`config.mk`:
```
export PLATFORM = sky130hd
export DESIGN_NAME = charger_shadow_control_regs
export DESIGN_NICKNAME = d
export VERILOG_FILES = /design/src/charger_regs_pkg.sv /design/src/charger_shadow_control_regs.sv
export SDC_FILE = /design/constraint.sdc
export NUM_CORES = 1
export LEC_CHECK = 0
export BUFFER_PORTS_ARGS = -buffer_cell sky130_fd_sc_hd__buf_2
export CAP_MARGIN = 30
export CORE_MARGIN = 5
export CORE_UTILIZATION = 54
export CTS_CLUSTER_SIZE = 20
export DETAILED_ROUTE_END_ITERATION = 8
export PLACE_DENSITY = 0.89
export SKIP_CTS_REPAIR_TIMING = 1
export SKIP_LAST_GASP = 1
export SYNTH_ARGS = -nofsm -noshare
export SYNTH_HDL_FRONTEND = slang
export SYNTH_SLANG_ARGS = --single-unit
export TNS_END_PERCENT = 1
```
`constraint.sdc`:
```
create_clock -name hclk -period 6.95 [get_ports hclk]
set_input_delay 1.39 -clock hclk [delete_from_list [all_inputs] [get_ports hclk]]
set_output_delay 1.39 -clock hclk [all_outputs]
set_load 0.005 [all_outputs]
```
`src/charger_regs_pkg.sv`:
```
// constants, field layout and reset values for the charger shadow registers
package charger_regs_pkg;
   // clock and timing
   localparam int CLK_HZ          = 25_000_000;
   localparam int WDT_REFRESH_S   = 15;
   localparam int WDT_REFRESH_CYC = WDT_REFRESH_S * CLK_HZ; // longest: floor
   // register indices; byte address is four times the index
   localparam logic [7:0] IDX_VOLT    = 8'h79;
   localparam logic [7:0] IDX_TERM    = 8'h7a;
   localparam logic [7:0] IDX_IRTH    = 8'h7b;
   localparam logic [7:0] IDX_MISC    = 8'h7c;
   localparam logic [7:0] IDX_FCC     = 8'h70;
   localparam logic [7:0] IDX_IRQ_ST  = 8'h71;
   localparam logic [7:0] IDX_IRQ_CLR = 8'h72;
   localparam logic [7:0] IDX_IRQ_EN  = 8'h73;
   // software write masks
   localparam logic [7:0] WMASK_VOLT = 8'h02;
   localparam logic [7:0] WMASK_TERM = 8'h4e;
   localparam logic [7:0] WMASK_IRTH = 8'hff;
   localparam logic [7:0] WMASK_MISC = 8'hc3;
   // gauge-driven bits
   localparam logic [7:0] GMASK_VOLT = 8'hfc;
   localparam logic [7:0] GMASK_MISC = 8'h20;
   // fixed bits and their values
   localparam logic [7:0] FMASK_VOLT = 8'h01;
   localparam logic [7:0] FIX_VOLT   = 8'h01;
   localparam logic [7:0] FMASK_TERM = 8'hb1;
   localparam logic [7:0] FIX_TERM   = 8'h10;
   localparam logic [7:0] FMASK_MISC = 8'h1c;
   localparam logic [7:0] FIX_MISC   = 8'h08;
   // reset values (configuration storage defaults)
   localparam logic [7:0] RST_VOLT = 8'h01;
   localparam logic [7:0] RST_TERM = 8'h1a;
   localparam logic [7:0] RST_IRTH = 8'h03;
   localparam logic [7:0] RST_MISC = 8'h4b;
   localparam logic [7:0] RST_FCC  = 8'h5f;
   // field positions
   localparam int VCODE_LSB    = 2;
   localparam int BATLOW_BIT   = 1;
   localparam int TIMER_LSB    = 1;
   localparam int IRCOMP_LSB   = 5;
   localparam int CLAMP_LSB    = 2;
   localparam int THERMAL_REG_THRESHOLD_LSB     = 0;
   localparam int BATOFF_BIT   = 5;
   localparam int MASK_CHG_BIT = 1;
   localparam int MASK_BAT_BIT = 0;
   // scaling
   localparam logic [12:0] VOLT_OFFSET_MV = 13'h0db0;
   localparam logic [11:0] PRE_LOW_MV     = 12'haf0;
   localparam logic [11:0] PRE_HIGH_MV    = 12'hbb8;
   localparam logic [6:0]  IR_STEP_MOHM   = 7'h0a;
   localparam logic [6:0]  CLAMP_STEP_MV  = 7'h10;
   localparam logic [6:0]  THERMAL_REG_THRESHOLD_BASE_C    = 7'h3c;
   localparam logic [6:0]  THERMAL_REG_THRESHOLD_STEP_C    = 7'h14;
   localparam logic [15:0] TERM_MA        = 16'h0100;
   localparam logic [4:0]  HRS_0 = 5'h05;
   localparam logic [4:0]  HRS_1 = 5'h08;
   localparam logic [4:0]  HRS_2 = 5'h0c;
   localparam logic [4:0]  HRS_3 = 5'h14;
   // interrupt status layout
   localparam int IRQ_W     = 3;
   localparam int IRQ_BAT   = 0;
   localparam int IRQ_CHG   = 1;
   localparam int IRQ_RECHG = 2;
endpackage

```
`src/charger_shadow_control_regs.sv`:
```
// charger shadow control registers with ahb-lite slave and fault interrupts
//
// Added by the designer: the AHB-Lite slave port.
`timescale 1ns/1ps
module charger_shadow_control_regs
   import charger_regs_pkg::*;
#(
   parameter int WDT_CYC = WDT_REFRESH_CYC   // refresh interval in cycles
)
(
   input  wire logic        hclk,              // bus clock
   input  wire logic        hresetn,           // async reset, low
   input  wire logic        hsel,              // slave select
   input  wire logic [31:0] haddr,             // byte address
   input  wire logic [1:0]  htrans,            // transfer type
   input  wire logic        hwrite,            // write flag
   input  wire logic [2:0]  hsize,             // word only
   input  wire logic [31:0] hwdata,            // write data
   input  wire logic        hready,            // bus ready
   output logic             hreadyout,         // always ready
   output logic             hresp,             // always okay
   output logic [31:0]      hrdata,            // read data
   input  wire logic [5:0]  gauge_vcode,       // voltage code from gauge
   input  wire logic        gauge_batfet_off,  // battery switch request
   input  wire logic [1:0]  chg_fault_pin,     // charger fault code pins
   input  wire logic        battery_fault_flag_pin,     // charger battery fault pin
   input  wire logic        charging,          // gauge charging state
   input  wire logic        charge_full,       // gauge full flag
   input  wire logic [7:0]  soc_pct,           // state of charge
   input  wire logic [15:0] avg_current_ma,    // coulomb counter current
   output logic [7:0]       volt_ctrl,         // charge_voltage_ctrl
   output logic [7:0]       term_ctrl,         // term_timer_ctrl
   output logic [7:0]       irth_ctrl,         // ir_thermal_ctrl
   output logic [7:0]       misc_ctrl,         // misc_operation_ctrl
   output logic             chg_update,        // pulse: a byte changed
   output logic [12:0]      prog_voltage_mv,   // programmed voltage
   output logic [11:0]      pre_exit_mv,       // precharge exit threshold
   output logic [4:0]       fast_timer_hrs,    // fast charge timer
   output logic [6:0]       ir_comp_mohm,      // ir compensation
   output logic [6:0]       ir_clamp_mv,       // ir clamp
   output logic [6:0]       thermal_reg_threshold_degc,         // thermal threshold
   output logic             wdt_refresh,       // pulse: refresh watchdog
   output logic             recharge_req,      // pulse: start recharge
   output logic             charge_done,       // termination detected
   output logic             irq                // level interrupt
);
   localparam int CW = $clog2(WDT_CYC + 1);

   logic        take;
   logic        addr_ok;
   logic        wr_pend_r, wr_pend_nxt;
   logic [9:0]  wr_addr_r, wr_addr_nxt;
   logic [31:0] hrdata_r, hrdata_nxt;
   logic        we_volt, we_term, we_irth, we_misc;
   logic        we_fcc, we_clr, we_en;
   logic [7:0]  wbyte;
   logic [7:0]  volt_r, volt_nxt, term_r, term_nxt;
   logic [7:0]  irth_r, irth_nxt, misc_r, misc_nxt;
   logic [7:0]  fcc_r, fcc_nxt;
   logic [IRQ_W-1:0] st_r, st_nxt, en_r, en_nxt, ev;
   logic        irq_r, irq_nxt;

   // merge a write under its mask, then overlay gauge and fixed bits
   function automatic logic [7:0] merge(input logic [7:0] cur,
      input logic [7:0] wd, input logic [7:0] wm, input logic [7:0] gm,
      input logic [7:0] gv, input logic [7:0] fm, input logic [7:0] fv);
      logic [7:0] t;
      t = (cur & ~wm) | (wd & wm);
      return (t & ~gm & ~fm) | (gv & gm) | (fv & fm);
   endfunction

   // address phase accept; zero wait states so hready is never pulled low
   assign take    = hsel & htrans[1] & hready;
   assign addr_ok = (haddr[31:10] == 22'h0) & (haddr[1:0] == 2'b00);
   assign wbyte   = hwdata[7:0];

   // data-phase write decode
   assign we_volt = wr_pend_r & (wr_addr_r == {IDX_VOLT, 2'b00});
   assign we_term = wr_pend_r & (wr_addr_r == {IDX_TERM, 2'b00});
   assign we_irth = wr_pend_r & (wr_addr_r == {IDX_IRTH, 2'b00});
   assign we_misc = wr_pend_r & (wr_addr_r == {IDX_MISC, 2'b00});
   assign we_fcc  = wr_pend_r & (wr_addr_r == {IDX_FCC, 2'b00});
   assign we_clr  = wr_pend_r & (wr_addr_r == {IDX_IRQ_CLR, 2'b00});
   assign we_en   = wr_pend_r & (wr_addr_r == {IDX_IRQ_EN, 2'b00});

   // register next values; read-only bits are masked out of every write
   always_comb
   begin
      volt_nxt = merge(volt_r, wbyte, we_volt ? WMASK_VOLT : '0,
                       GMASK_VOLT, {gauge_vcode, 2'b00},
                       FMASK_VOLT, FIX_VOLT);
      term_nxt = merge(term_r, wbyte, we_term ? WMASK_TERM : '0,
                       '0, '0, FMASK_TERM, FIX_TERM);
      irth_nxt = merge(irth_r, wbyte, we_irth ? WMASK_IRTH : '0,
                       '0, '0, '0, '0);
      misc_nxt = merge(misc_r, wbyte, we_misc ? WMASK_MISC : '0,
                       GMASK_MISC, {2'b00, gauge_batfet_off, 5'h00},
                       FMASK_MISC, FIX_MISC);
      fcc_nxt  = we_fcc ? wbyte : fcc_r;
      en_nxt   = we_en ? hwdata[IRQ_W-1:0] : en_r;
      // a set in the clearing cycle survives
      st_nxt   = (st_r & ~(we_clr ? hwdata[IRQ_W-1:0] : '0)) | ev;
      irq_nxt  = |(st_nxt & en_nxt);
   end

   // read mux looks at next values so a read right after a write sees it
   always_comb
   begin
      wr_pend_nxt = take & hwrite & addr_ok;
      wr_addr_nxt = take ? haddr[9:0] : wr_addr_r;
      hrdata_nxt  = hrdata_r;
      if (take & ~hwrite)
      begin
         hrdata_nxt = 32'h0;
         if (addr_ok)
         begin
            case (haddr[9:2])
               IDX_VOLT:   hrdata_nxt[7:0] = volt_nxt;
               IDX_TERM:   hrdata_nxt[7:0] = term_nxt;
               IDX_IRTH:   hrdata_nxt[7:0] = irth_nxt;
               IDX_MISC:   hrdata_nxt[7:0] = misc_nxt;
               IDX_FCC:    hrdata_nxt[7:0] = fcc_nxt;
               IDX_IRQ_ST: hrdata_nxt[IRQ_W-1:0] = st_nxt;
               IDX_IRQ_EN: hrdata_nxt[IRQ_W-1:0] = en_nxt;
               default:    hrdata_nxt = 32'h0;
            endcase
         end
      end
   end

   // bus and register state
   always_ff @(posedge hclk or negedge hresetn)
   begin
      if (!hresetn)
      begin
         wr_pend_r <= 1'b0;
         wr_addr_r <= 10'h000;
         hrdata_r  <= 32'h0;
         volt_r    <= RST_VOLT;
         term_r    <= RST_TERM;
         irth_r    <= RST_IRTH;
         misc_r    <= RST_MISC;
         fcc_r     <= RST_FCC;
         st_r      <= '0;
         en_r      <= '0;
         irq_r     <= 1'b0;
      end
      else
      begin
         wr_pend_r <= wr_pend_nxt;
         wr_addr_r <= wr_addr_nxt;
         hrdata_r  <= hrdata_nxt;
         volt_r    <= volt_nxt;
         term_r    <= term_nxt;
         irth_r    <= irth_nxt;
         misc_r    <= misc_nxt;
         fcc_r     <= fcc_nxt;
         st_r      <= st_nxt;
         en_r      <= en_nxt;
         irq_r     <= irq_nxt;
      end
   end

   // fault pins come from the charger: two flops before any use
   logic [1:0] chg_s1_r, chg_s2_r, chg_d_r;
   logic       bat_s1_r, bat_s2_r, bat_d_r;
   logic       rch_d_r, rch_cond;

   // events: a new nonzero fault code, a battery fault edge, a recharge
   always_comb
   begin
      rch_cond      = charge_full & (soc_pct < fcc_r);
      ev            = '0;
      ev[IRQ_BAT]   = bat_s2_r & ~bat_d_r & misc_r[MASK_BAT_BIT];
      ev[IRQ_CHG]   = (chg_s2_r != 2'b00) & (chg_s2_r != chg_d_r)
                      & misc_r[MASK_CHG_BIT];
      ev[IRQ_RECHG] = rch_cond & ~rch_d_r;
   end

   always_ff @(posedge hclk or negedge hresetn)
   begin
      if (!hresetn)
      begin
         chg_s1_r <= 2'b00;
         chg_s2_r <= 2'b00;
         chg_d_r  <= 2'b00;
         bat_s1_r <= 1'b0;
         bat_s2_r <= 1'b0;
         bat_d_r  <= 1'b0;
         rch_d_r  <= 1'b0;
      end
      else
      begin
         chg_s1_r <= chg_fault_pin;
         chg_s2_r <= chg_s1_r;
         chg_d_r  <= chg_s2_r;
         bat_s1_r <= battery_fault_flag_pin;
         bat_s2_r <= bat_s1_r;
         bat_d_r  <= bat_s2_r;
         rch_d_r  <= rch_cond;
      end
   end

   // watchdog refresh runs regardless of sleep; the charger must never time out
   logic [CW-1:0] wcnt_r, wcnt_nxt;
   logic          wdt_nxt;
   logic [12:0]   pv_nxt;
   logic [11:0]   pre_nxt;
   logic [4:0]    hrs_nxt;
   logic          upd_nxt, done_nxt;
   logic [12:0]   pv_r;
   logic [11:0]   pre_r;
   logic [4:0]    hrs_r;
   logic [6:0]    irc_r, clp_r, trg_r;
   logic [6:0]    irc_nxt, clp_nxt, trg_nxt;
   logic          upd_r, wdt_r, rch_r, done_r;

   // decoded settings toward the charger side
   always_comb
   begin
      wdt_nxt  = (wcnt_r == CW'(WDT_CYC - 1));
      wcnt_nxt = wdt_nxt ? '0 : wcnt_r + 1'b1;
      pv_nxt   = VOLT_OFFSET_MV
                 + {3'b000, volt_r[7:VCODE_LSB], 4'h0};
      pre_nxt  = volt_r[BATLOW_BIT] ? PRE_HIGH_MV : PRE_LOW_MV;
      case (term_r[TIMER_LSB +: 2])
         2'b00:   hrs_nxt = HRS_0;
         2'b01:   hrs_nxt = HRS_1;
         2'b10:   hrs_nxt = HRS_2;
         default: hrs_nxt = HRS_3;
      endcase
      // ir and thermal settings scale straight from their fields
      irc_nxt  = 7'(irth_r[IRCOMP_LSB +: 3]) * IR_STEP_MOHM;
      clp_nxt  = 7'(irth_r[CLAMP_LSB +: 3]) * CLAMP_STEP_MV;
      trg_nxt  = THERMAL_REG_THRESHOLD_BASE_C
                 + 7'(irth_r[THERMAL_REG_THRESHOLD_LSB +: 2]) * THERMAL_REG_THRESHOLD_STEP_C;
      upd_nxt  = (volt_nxt != volt_r) | (term_nxt != term_r)
                 | (irth_nxt != irth_r) | (misc_nxt != misc_r);
      // compare against the current itself; charger termination stays off
      done_nxt = charging & (avg_current_ma <= TERM_MA);
   end

   always_ff @(posedge hclk or negedge hresetn)
   begin
      if (!hresetn)
      begin
         wcnt_r <= '0;
         wdt_r  <= 1'b0;
         pv_r   <= VOLT_OFFSET_MV;
         pre_r  <= PRE_LOW_MV;
         hrs_r  <= HRS_0;
         irc_r  <= '0;
         clp_r  <= '0;
         trg_r  <= THERMAL_REG_THRESHOLD_BASE_C;
         upd_r  <= 1'b0;
         rch_r  <= 1'b0;
         done_r <= 1'b0;
      end
      else
      begin
         wcnt_r <= wcnt_nxt;
         wdt_r  <= wdt_nxt;
         pv_r   <= pv_nxt;
         pre_r  <= pre_nxt;
         hrs_r  <= hrs_nxt;
         irc_r  <= irc_nxt;
         clp_r  <= clp_nxt;
         trg_r  <= trg_nxt;
         upd_r  <= upd_nxt;
         rch_r  <= ev[IRQ_RECHG];
         done_r <= done_nxt;
      end
   end

   // outputs straight from flops; hreadyout and hresp are tied to constants
   assign hreadyout       = 1'b1;
   assign hresp           = 1'b0;
   assign hrdata          = hrdata_r;
   assign volt_ctrl       = volt_r;
   assign term_ctrl       = term_r;
   assign irth_ctrl       = irth_r;
   assign misc_ctrl       = misc_r;
   assign chg_update      = upd_r;
   assign prog_voltage_mv = pv_r;
   assign pre_exit_mv     = pre_r;
   assign fast_timer_hrs  = hrs_r;
   assign ir_comp_mohm    = irc_r;
   assign ir_clamp_mv     = clp_r;
   assign thermal_reg_threshold_degc       = trg_r;
   assign wdt_refresh     = wdt_r;
   assign recharge_req    = rch_r;
   assign charge_done     = done_r;
   assign irq             = irq_r;

   // helper: cycles since the last watchdog refresh
   logic [CW:0] gap_r;
   always_ff @(posedge hclk or negedge hresetn)
   begin
      if (!hresetn)
         gap_r <= '0;
      else
         gap_r <= wdt_r ? '0 : gap_r + 1'b1;
   end
endmodule

```
==> results of run 1 <==
[registers in the layout (all words and copies together) (netlist names), 2 cells and up]
| register | flops |
|---|---|
| chg_d_r | 2 |
| chg_s1_r | 2 |
| chg_s2_r | 2 |
| en_r | 3 |
| fast_timer_hrs | 4 |
| fcc_r | 8 |
| hrdata | 8 |
| ir_clamp_mv | 3 |
| ir_comp_mohm | 6 |
| irth_ctrl | 8 |
| misc_ctrl | 5 |
| pre_exit_mv | 2 |
| prog_voltage_mv | 9 |
| st_r | 3 |
| term_ctrl | 4 |
| thermal_reg_threshold_degc | 5 |
| volt_ctrl | 7 |
| wcnt_r | 29 |
| wr_addr_r | 10 |
[cell families (layout without fill, tap and decap cells)]
kind of cell,count (synthesis),after routing
AND/OR/NAND/NOR,180,180
flip-flops,130,130
buffers and inverters,114,224
AO/OA/AOI/OAI,75,75
XOR/XNOR,41,41
multiplexers,34,34
adder cells (fa/ha/maj),18,18
other,2,55
[final cells by class]
cell class | count | area share
timing repair buffer | 150 | 0.1009
tap | 147 | 0.02385
multi-input combinational | 403 | 0.3517
inverter | 42 | 0.02044
sequential | 130 | 0.4260
clock buffer | 19 | 0.05743
clock inverter | 13 | 0.01963
[Yosys cell counts, drive strengths merged (17+ instances only)]
cell | n | area (sq um)
nor4 | 17 | 106.4
dfstp | 26 | 683.2
dfrtp | 104 | 2603
nand2 | 48 | 180.2
mux2 | 25 | 292.8
xor2 | 24 | 210.2
nor2 | 31 | 116.4
xnor2 | 17 | 148.9
inv | 42 | 157.7
ha | 18 | 225.2
o21ai | 21 | 108.9
nand3 | 21 | 105.1
buf | 64 | 471.7
[worst max-delay path, stage by stage]
cell	delay, ns
buf_2	0.07
nand3_1	0.38
nand2b_1	0.55
nor4_1	0.53
nand2_1	0.28
a21oi_1	0.19
a21o_1	0.10
[path summary, 6_finish.rpt]
path / to / cells after the start / from / slack, ns
min in group asynchronous: ir_comp_mohm[5] / 1 / hresetn / 0.76
hold / removal: chg_s2_r[1] / 0 / chg_s1_r[1] / 0.35
setup reg to reg: wcnt_r[25] / 5 / wcnt_r[15] / 4.39
setup / recovery: hrdata[4] / 7 / hready / 3.81
max in group asynchronous: wcnt_r[5] / 3 / hresetn / 4.95
hold reg to reg: chg_s2_r[1] / 0 / chg_s1_r[1] / 0.35
[metal layers]
layer | global-route usage | wire, um | vias up | part of all wire
li1 | - | - | 2273 | -
met2 | 0.3405 | 7496 | 201 | 0.50
met3 | 0.05698 | 1073 | 22 | 0.072
met1 | 0.2639 | 5997 | 2380 | 0.40
met5 | 0 | 10 | - | 0.00067
met4 | 0.07874 | 301 | 2 | 0.020
[stage by stage]
step / instance area (sq um) / hold WS (ns) / cells
2_1_floorplan: 6658 / 0.3312 / 647
3_3_place_gp: 7091 / 0.3321 / 871
3_5_place_dp: 7091 / 0.3373 / 871
4_1_cts: 7685 / 0.3583 / 903
5_1_grt: 7712 / 0.3646 / 904
6_report: 7712 / 0.3531 / 904
[power breakdown]
part | internal, mW | switching (mW)
registers | 0.798 | 0.0253
clock network | 0.543 | 0.342
logic | 0.0687 | 0.0845
==> run metrics, run 1 <==
largest family of logic cells by synthesized area=simple AND/OR/NAND/NOR gates; CTS tree=done; Setup TNS=0 ns; grt total ovfl=0; Simple-Gate Fraction of Synth Area=0.1525; Final Util=0.6502; leading cell types in the layout, fill and taps excluded=buf_2 (147), dfrtp_1 (104), conb_1 (55); Synth Area in Adders=0.03487; area of the multi-input gates=2713 sq um; EDFF count, synth=0; CP Launch Type=input pin; antenna-violating nets left=0; CP max FO=13; Async SR Flop Fraction=1.000; Synth Area in XOR/XNOR=0.05560; Final Hold Fails=0; Worst EP arrival=3.50 ns; synth unique cells=66; Clock transition at path regs=0.06 ns; vias in the first global route=4764; final RePlAce weighted congestion=0.9089; Gate Count Post-Synth=approximately 590; # nets final=872; Pwr Total=approximately 1.9 mW; Die Span Y=roughly 120 um; layout cells sized above 1=0.3236; Reg area=3286 sq um; post-synthesis mux area share=0.06315; power per cell area=241.4 nW/um^2; RSZ-0062 raised after global routing=no; area growth from synthesis to layout=19.41%; drt first pass iters=8; DP Worst Slack=3.435 ns; I/O pin count=232; Clock Tree Buf Depth=2; Tmin final=3.140 ns; Port Buffer Count=148; dpl hpwl=11000 um; Top FF cell, synth=dfrtp_1; root cell of the clock tree=clkbuf_16; vias=4878; Row Count=40; DIE AREA=14250 sq um; largest net degree at the start of global routing=80; HP Class=reg2reg; Slew Limit Fails=0; Worst Clk Skew=0.008550 ns; H-tree lvl count=4; Crit Path Class=in2reg; fill cell total of the finished layout=910; max cap viols=0; maximum VDD drop=201.5 uV; final WL=14880 um; Avg Vias per Cell=5.396; Fmax=318.5 MHz; # DRC=0; slew margin rel.=0.3510; Setup crit end kind=register; Final setup viols=0; first-pass GRT wire length=23630 um; commonest non-fill, non-tap cell in the layout=buf_2; Sink Count=130; Tcrit/Tclk final=0.4518; drt wl/cell=16.46 um; Crit path required time=approximately 7.3 ns; clk_lat worst skew=0.42 ns; initial antenna violation count=1; leakage power=3.746 nW; Starting DRT DRC Count=477; Die Span X=119.4 um; Final WS setup=3.810 ns; Post-Syn Area=~6500 sq um; status=finished clean; worst slew pin tran=between 0.9 and 1 ns; core area=between 10000 and 15000 sq um; Starting Density=0.5445; Post-Syn Area per Cell=approximately 11 sq um; Syn. warnings=0; sequential fraction of the synthesis area=0.5087; complex-gate fraction of the synthesized area=0.08194; GRT Util Overall=0.2079; antenna cells=0; Synth Register Bits=130; number of buffers created by CTS=17
(Power assumes the default switching activity.)
==> run 2, diff against run 1 <==
CORE_UTILIZATION = 45   (was 54)
PLACE_DENSITY = 0.79   (was 0.89)
clock period = 2.6 ns   (was 6.95 ns; I/O delays follow)
==> run 2 against run 1 <==
Compared with the run above:
- sequential power grew to 2.7 times the previous value
- non-clock buffer count grew 11
- core utilization shrank 8.4 points
- first-iteration DRC count shrank 23%
- sequential share of layout area shrank 1.1 points
- sequential cell count is the same
- total power grew to 2.9 times the previous value
- worst hold slack lost 0.28 ns
- routed wire length grew 5.3%
- largest cell class unchanged
==> run metrics, run 2 (synthesized netlist as in run 1, its figures left out) <==
# nets final=883 (+1.3%); max reg flops=29 (unchanged); CTS tree=done; max cap viols=0 (unchanged); commonest non-fill, non-tap cell in the layout=buf_2; maximum VDD drop=507.8 uV (+150%); area growth from synthesis to layout=22.63%; highest routed layer=met5; status=finished clean; Starting Density=0.4617 (-0.08280); CP max stage delay=0.56 ns (about the same); worst slew pin tran=0.5669 ns (-0.4030 ns); Sink Count=130 (unchanged); drt first pass iters=5 (-3); DR WL met3=1274 um (+19%); Setup crit end kind=register; Setup TNS=0 ns (unchanged); fin area=7920 sq um (+2.7%); crit path cell chain=or4b_4, or3_4, nor4b_1, a211oi_1, nand4_1, a2bb2oi_1; clk_lat worst skew=0.42 ns (about the same); Worst Clk Skew=0.006658 ns (-0.001892 ns); largest net degree at the start of global routing=67 (-16%); Row Count=43 (+7.5%); CP top delay family=simple AND/OR/NAND/NOR gates; leakage power=3.842 nW (+2.6%); Final setup viols=0 (unchanged); Slew Limit Fails=0 (unchanged); Tmin final=2.390 ns; I/O pin count=232 (unchanged); final RePlAce weighted congestion=0.9188 (+1.1%); dpl hpwl=11930 um (+8.4%); Final Hold Fails=0 (unchanged); Crit Path Class=reg2reg; leading cell types in the layout, fill and taps excluded=buf_2 (147), dfrtp_1 (104), conb_1 (55); # DRC=0 (unchanged); DIE AREA=16850 sq um (+18%); vias in the first global route=4877 (+2.4%); Tcrit/Tclk final=0.9192; Crit path buffers/inverters=0 (-1); Biggest register=wcnt_r; metal1 wirelength=6135 um (+2.3%); layout cells sized above 1=0.3346 (+0.01099); Fmax=418.4 MHz; first-pass GRT wire length=24490 um (+3.7%); Avg Vias per Cell=5.246 (-2.8%); Crit path required time=2.90 ns (-4.41 ns); met2 WL=7879 um (+5.1%); antenna-violating nets left=0 (unchanged); initial antenna violation count=2 (+1); Worst EP arrival=2.69 ns (-0.81 ns); CP Launch Type=register; Cell Area, Placed=7234 sq um (+2.0%); core area=13990 sq um (+18%); CP max FO=11 (-2); grt total ovfl=0 (unchanged); Port Buffer Count=148 (unchanged); slew margin rel.=0.6167 (+0.2657); number of buffers created by CTS=17 (unchanged); final WL=15670 um (+5.3%); GRT Util Overall=0.1873 (-0.02064); Clock transition at path regs=0.06 ns (about the same); vias=4978 (+2.1%); H-tree lvl count=4 (unchanged); Clock Tree Buf Depth=2 (unchanged); Slowest cell on crit path=or4b_4; Die Span X=129.8 um (+8.7%); drt wl/cell=16.52 um (+0.34%); root cell of the clock tree=clkbuf_16; HP Class=in2async; RSZ-0062 raised after global routing=no; Die Span Y=129.8 um (+8.7%); Starting DRT DRC Count=366 (-23%); power per cell area=673.3 nW/um^2 (+180%)
[run 2: worst register-to-register path: stages (launching register included)]
cell and delay (ns):
dfrtp_1 0.40, or4b_4 0.56, or3_4 0.50, nor4b_1 0.19
a211oi_1 0.33, nand4_1 0.13, a2bb2oi_1 0.17
[run 2: through the flow]
stage | worst slack (ns) | instances | utilization | power [mW] | hold WS [ns]
after floorplan | 0.3923 | 647 | - | 2.482 | 0.2244
after global placement | 0.2656 | 916 | 0.5172 | 2.624 | 0.3336
after detailed placement | 0.2181 | 916 | 0.5172 | 2.644 | 0.3347
after CTS | 0.2228 | 948 | 0.5660 | 5.389 | 0.07556
after global routing | 0.1241 | 949 | 0.5662 | 5.546 | 0.1014
final | 0.2101 | 949 | 0.5662 | 5.333 | 0.06896
[run 2: final timing paths]
kind,startpoint,end,slack [ns],cells past startpoint
min,hresetn,wcnt_r[7],0.07,1
min reg2reg,chg_s1_r[0],chg_s2_r[0],0.35,0
max reg2reg,wr_addr_r[5],hrdata[1],0.21,6
max in group asynchronous,hresetn,fcc_r[4],1.76,2
min in group hclk,battery_fault_flag_pin,bat_s1_r,0.21,1
max,wr_addr_r[5],hrdata[1],0.21,6
[run 2: where the power goes]
group / switching (mW) / total, mW / internal (mW)
logic: 0.226 / 0.411 / 0.185
registers: 0.0676 / 2.20 / 2.13
clock network: 0.872 / 2.72 / 1.85
total: 1.17 / 5.33 / 4.17
[run 2: routing by layer]
layer,GRT usage,up-vias
li1,-,2304
met1,0.2318,2425
met2,0.3076,218
met3,0.05199,29
met4,0.08252,2
met5,0,-
[run 2: final cells by class]
type / instances / area (sq um)
Timing Repair Buffer: 161 / 853.3
Inverter: 42 / 157.7
Clock inverter: 13 / 230.2
Sequential cell: 130 / 3286
Tap cell: 180 / 225.2
Clock buffer: 19 / 452.9
Multi-Input combinational cell: 403 / 2713
Fill cell: 1191 / 6068
Antenna cell: 1 / 2.502
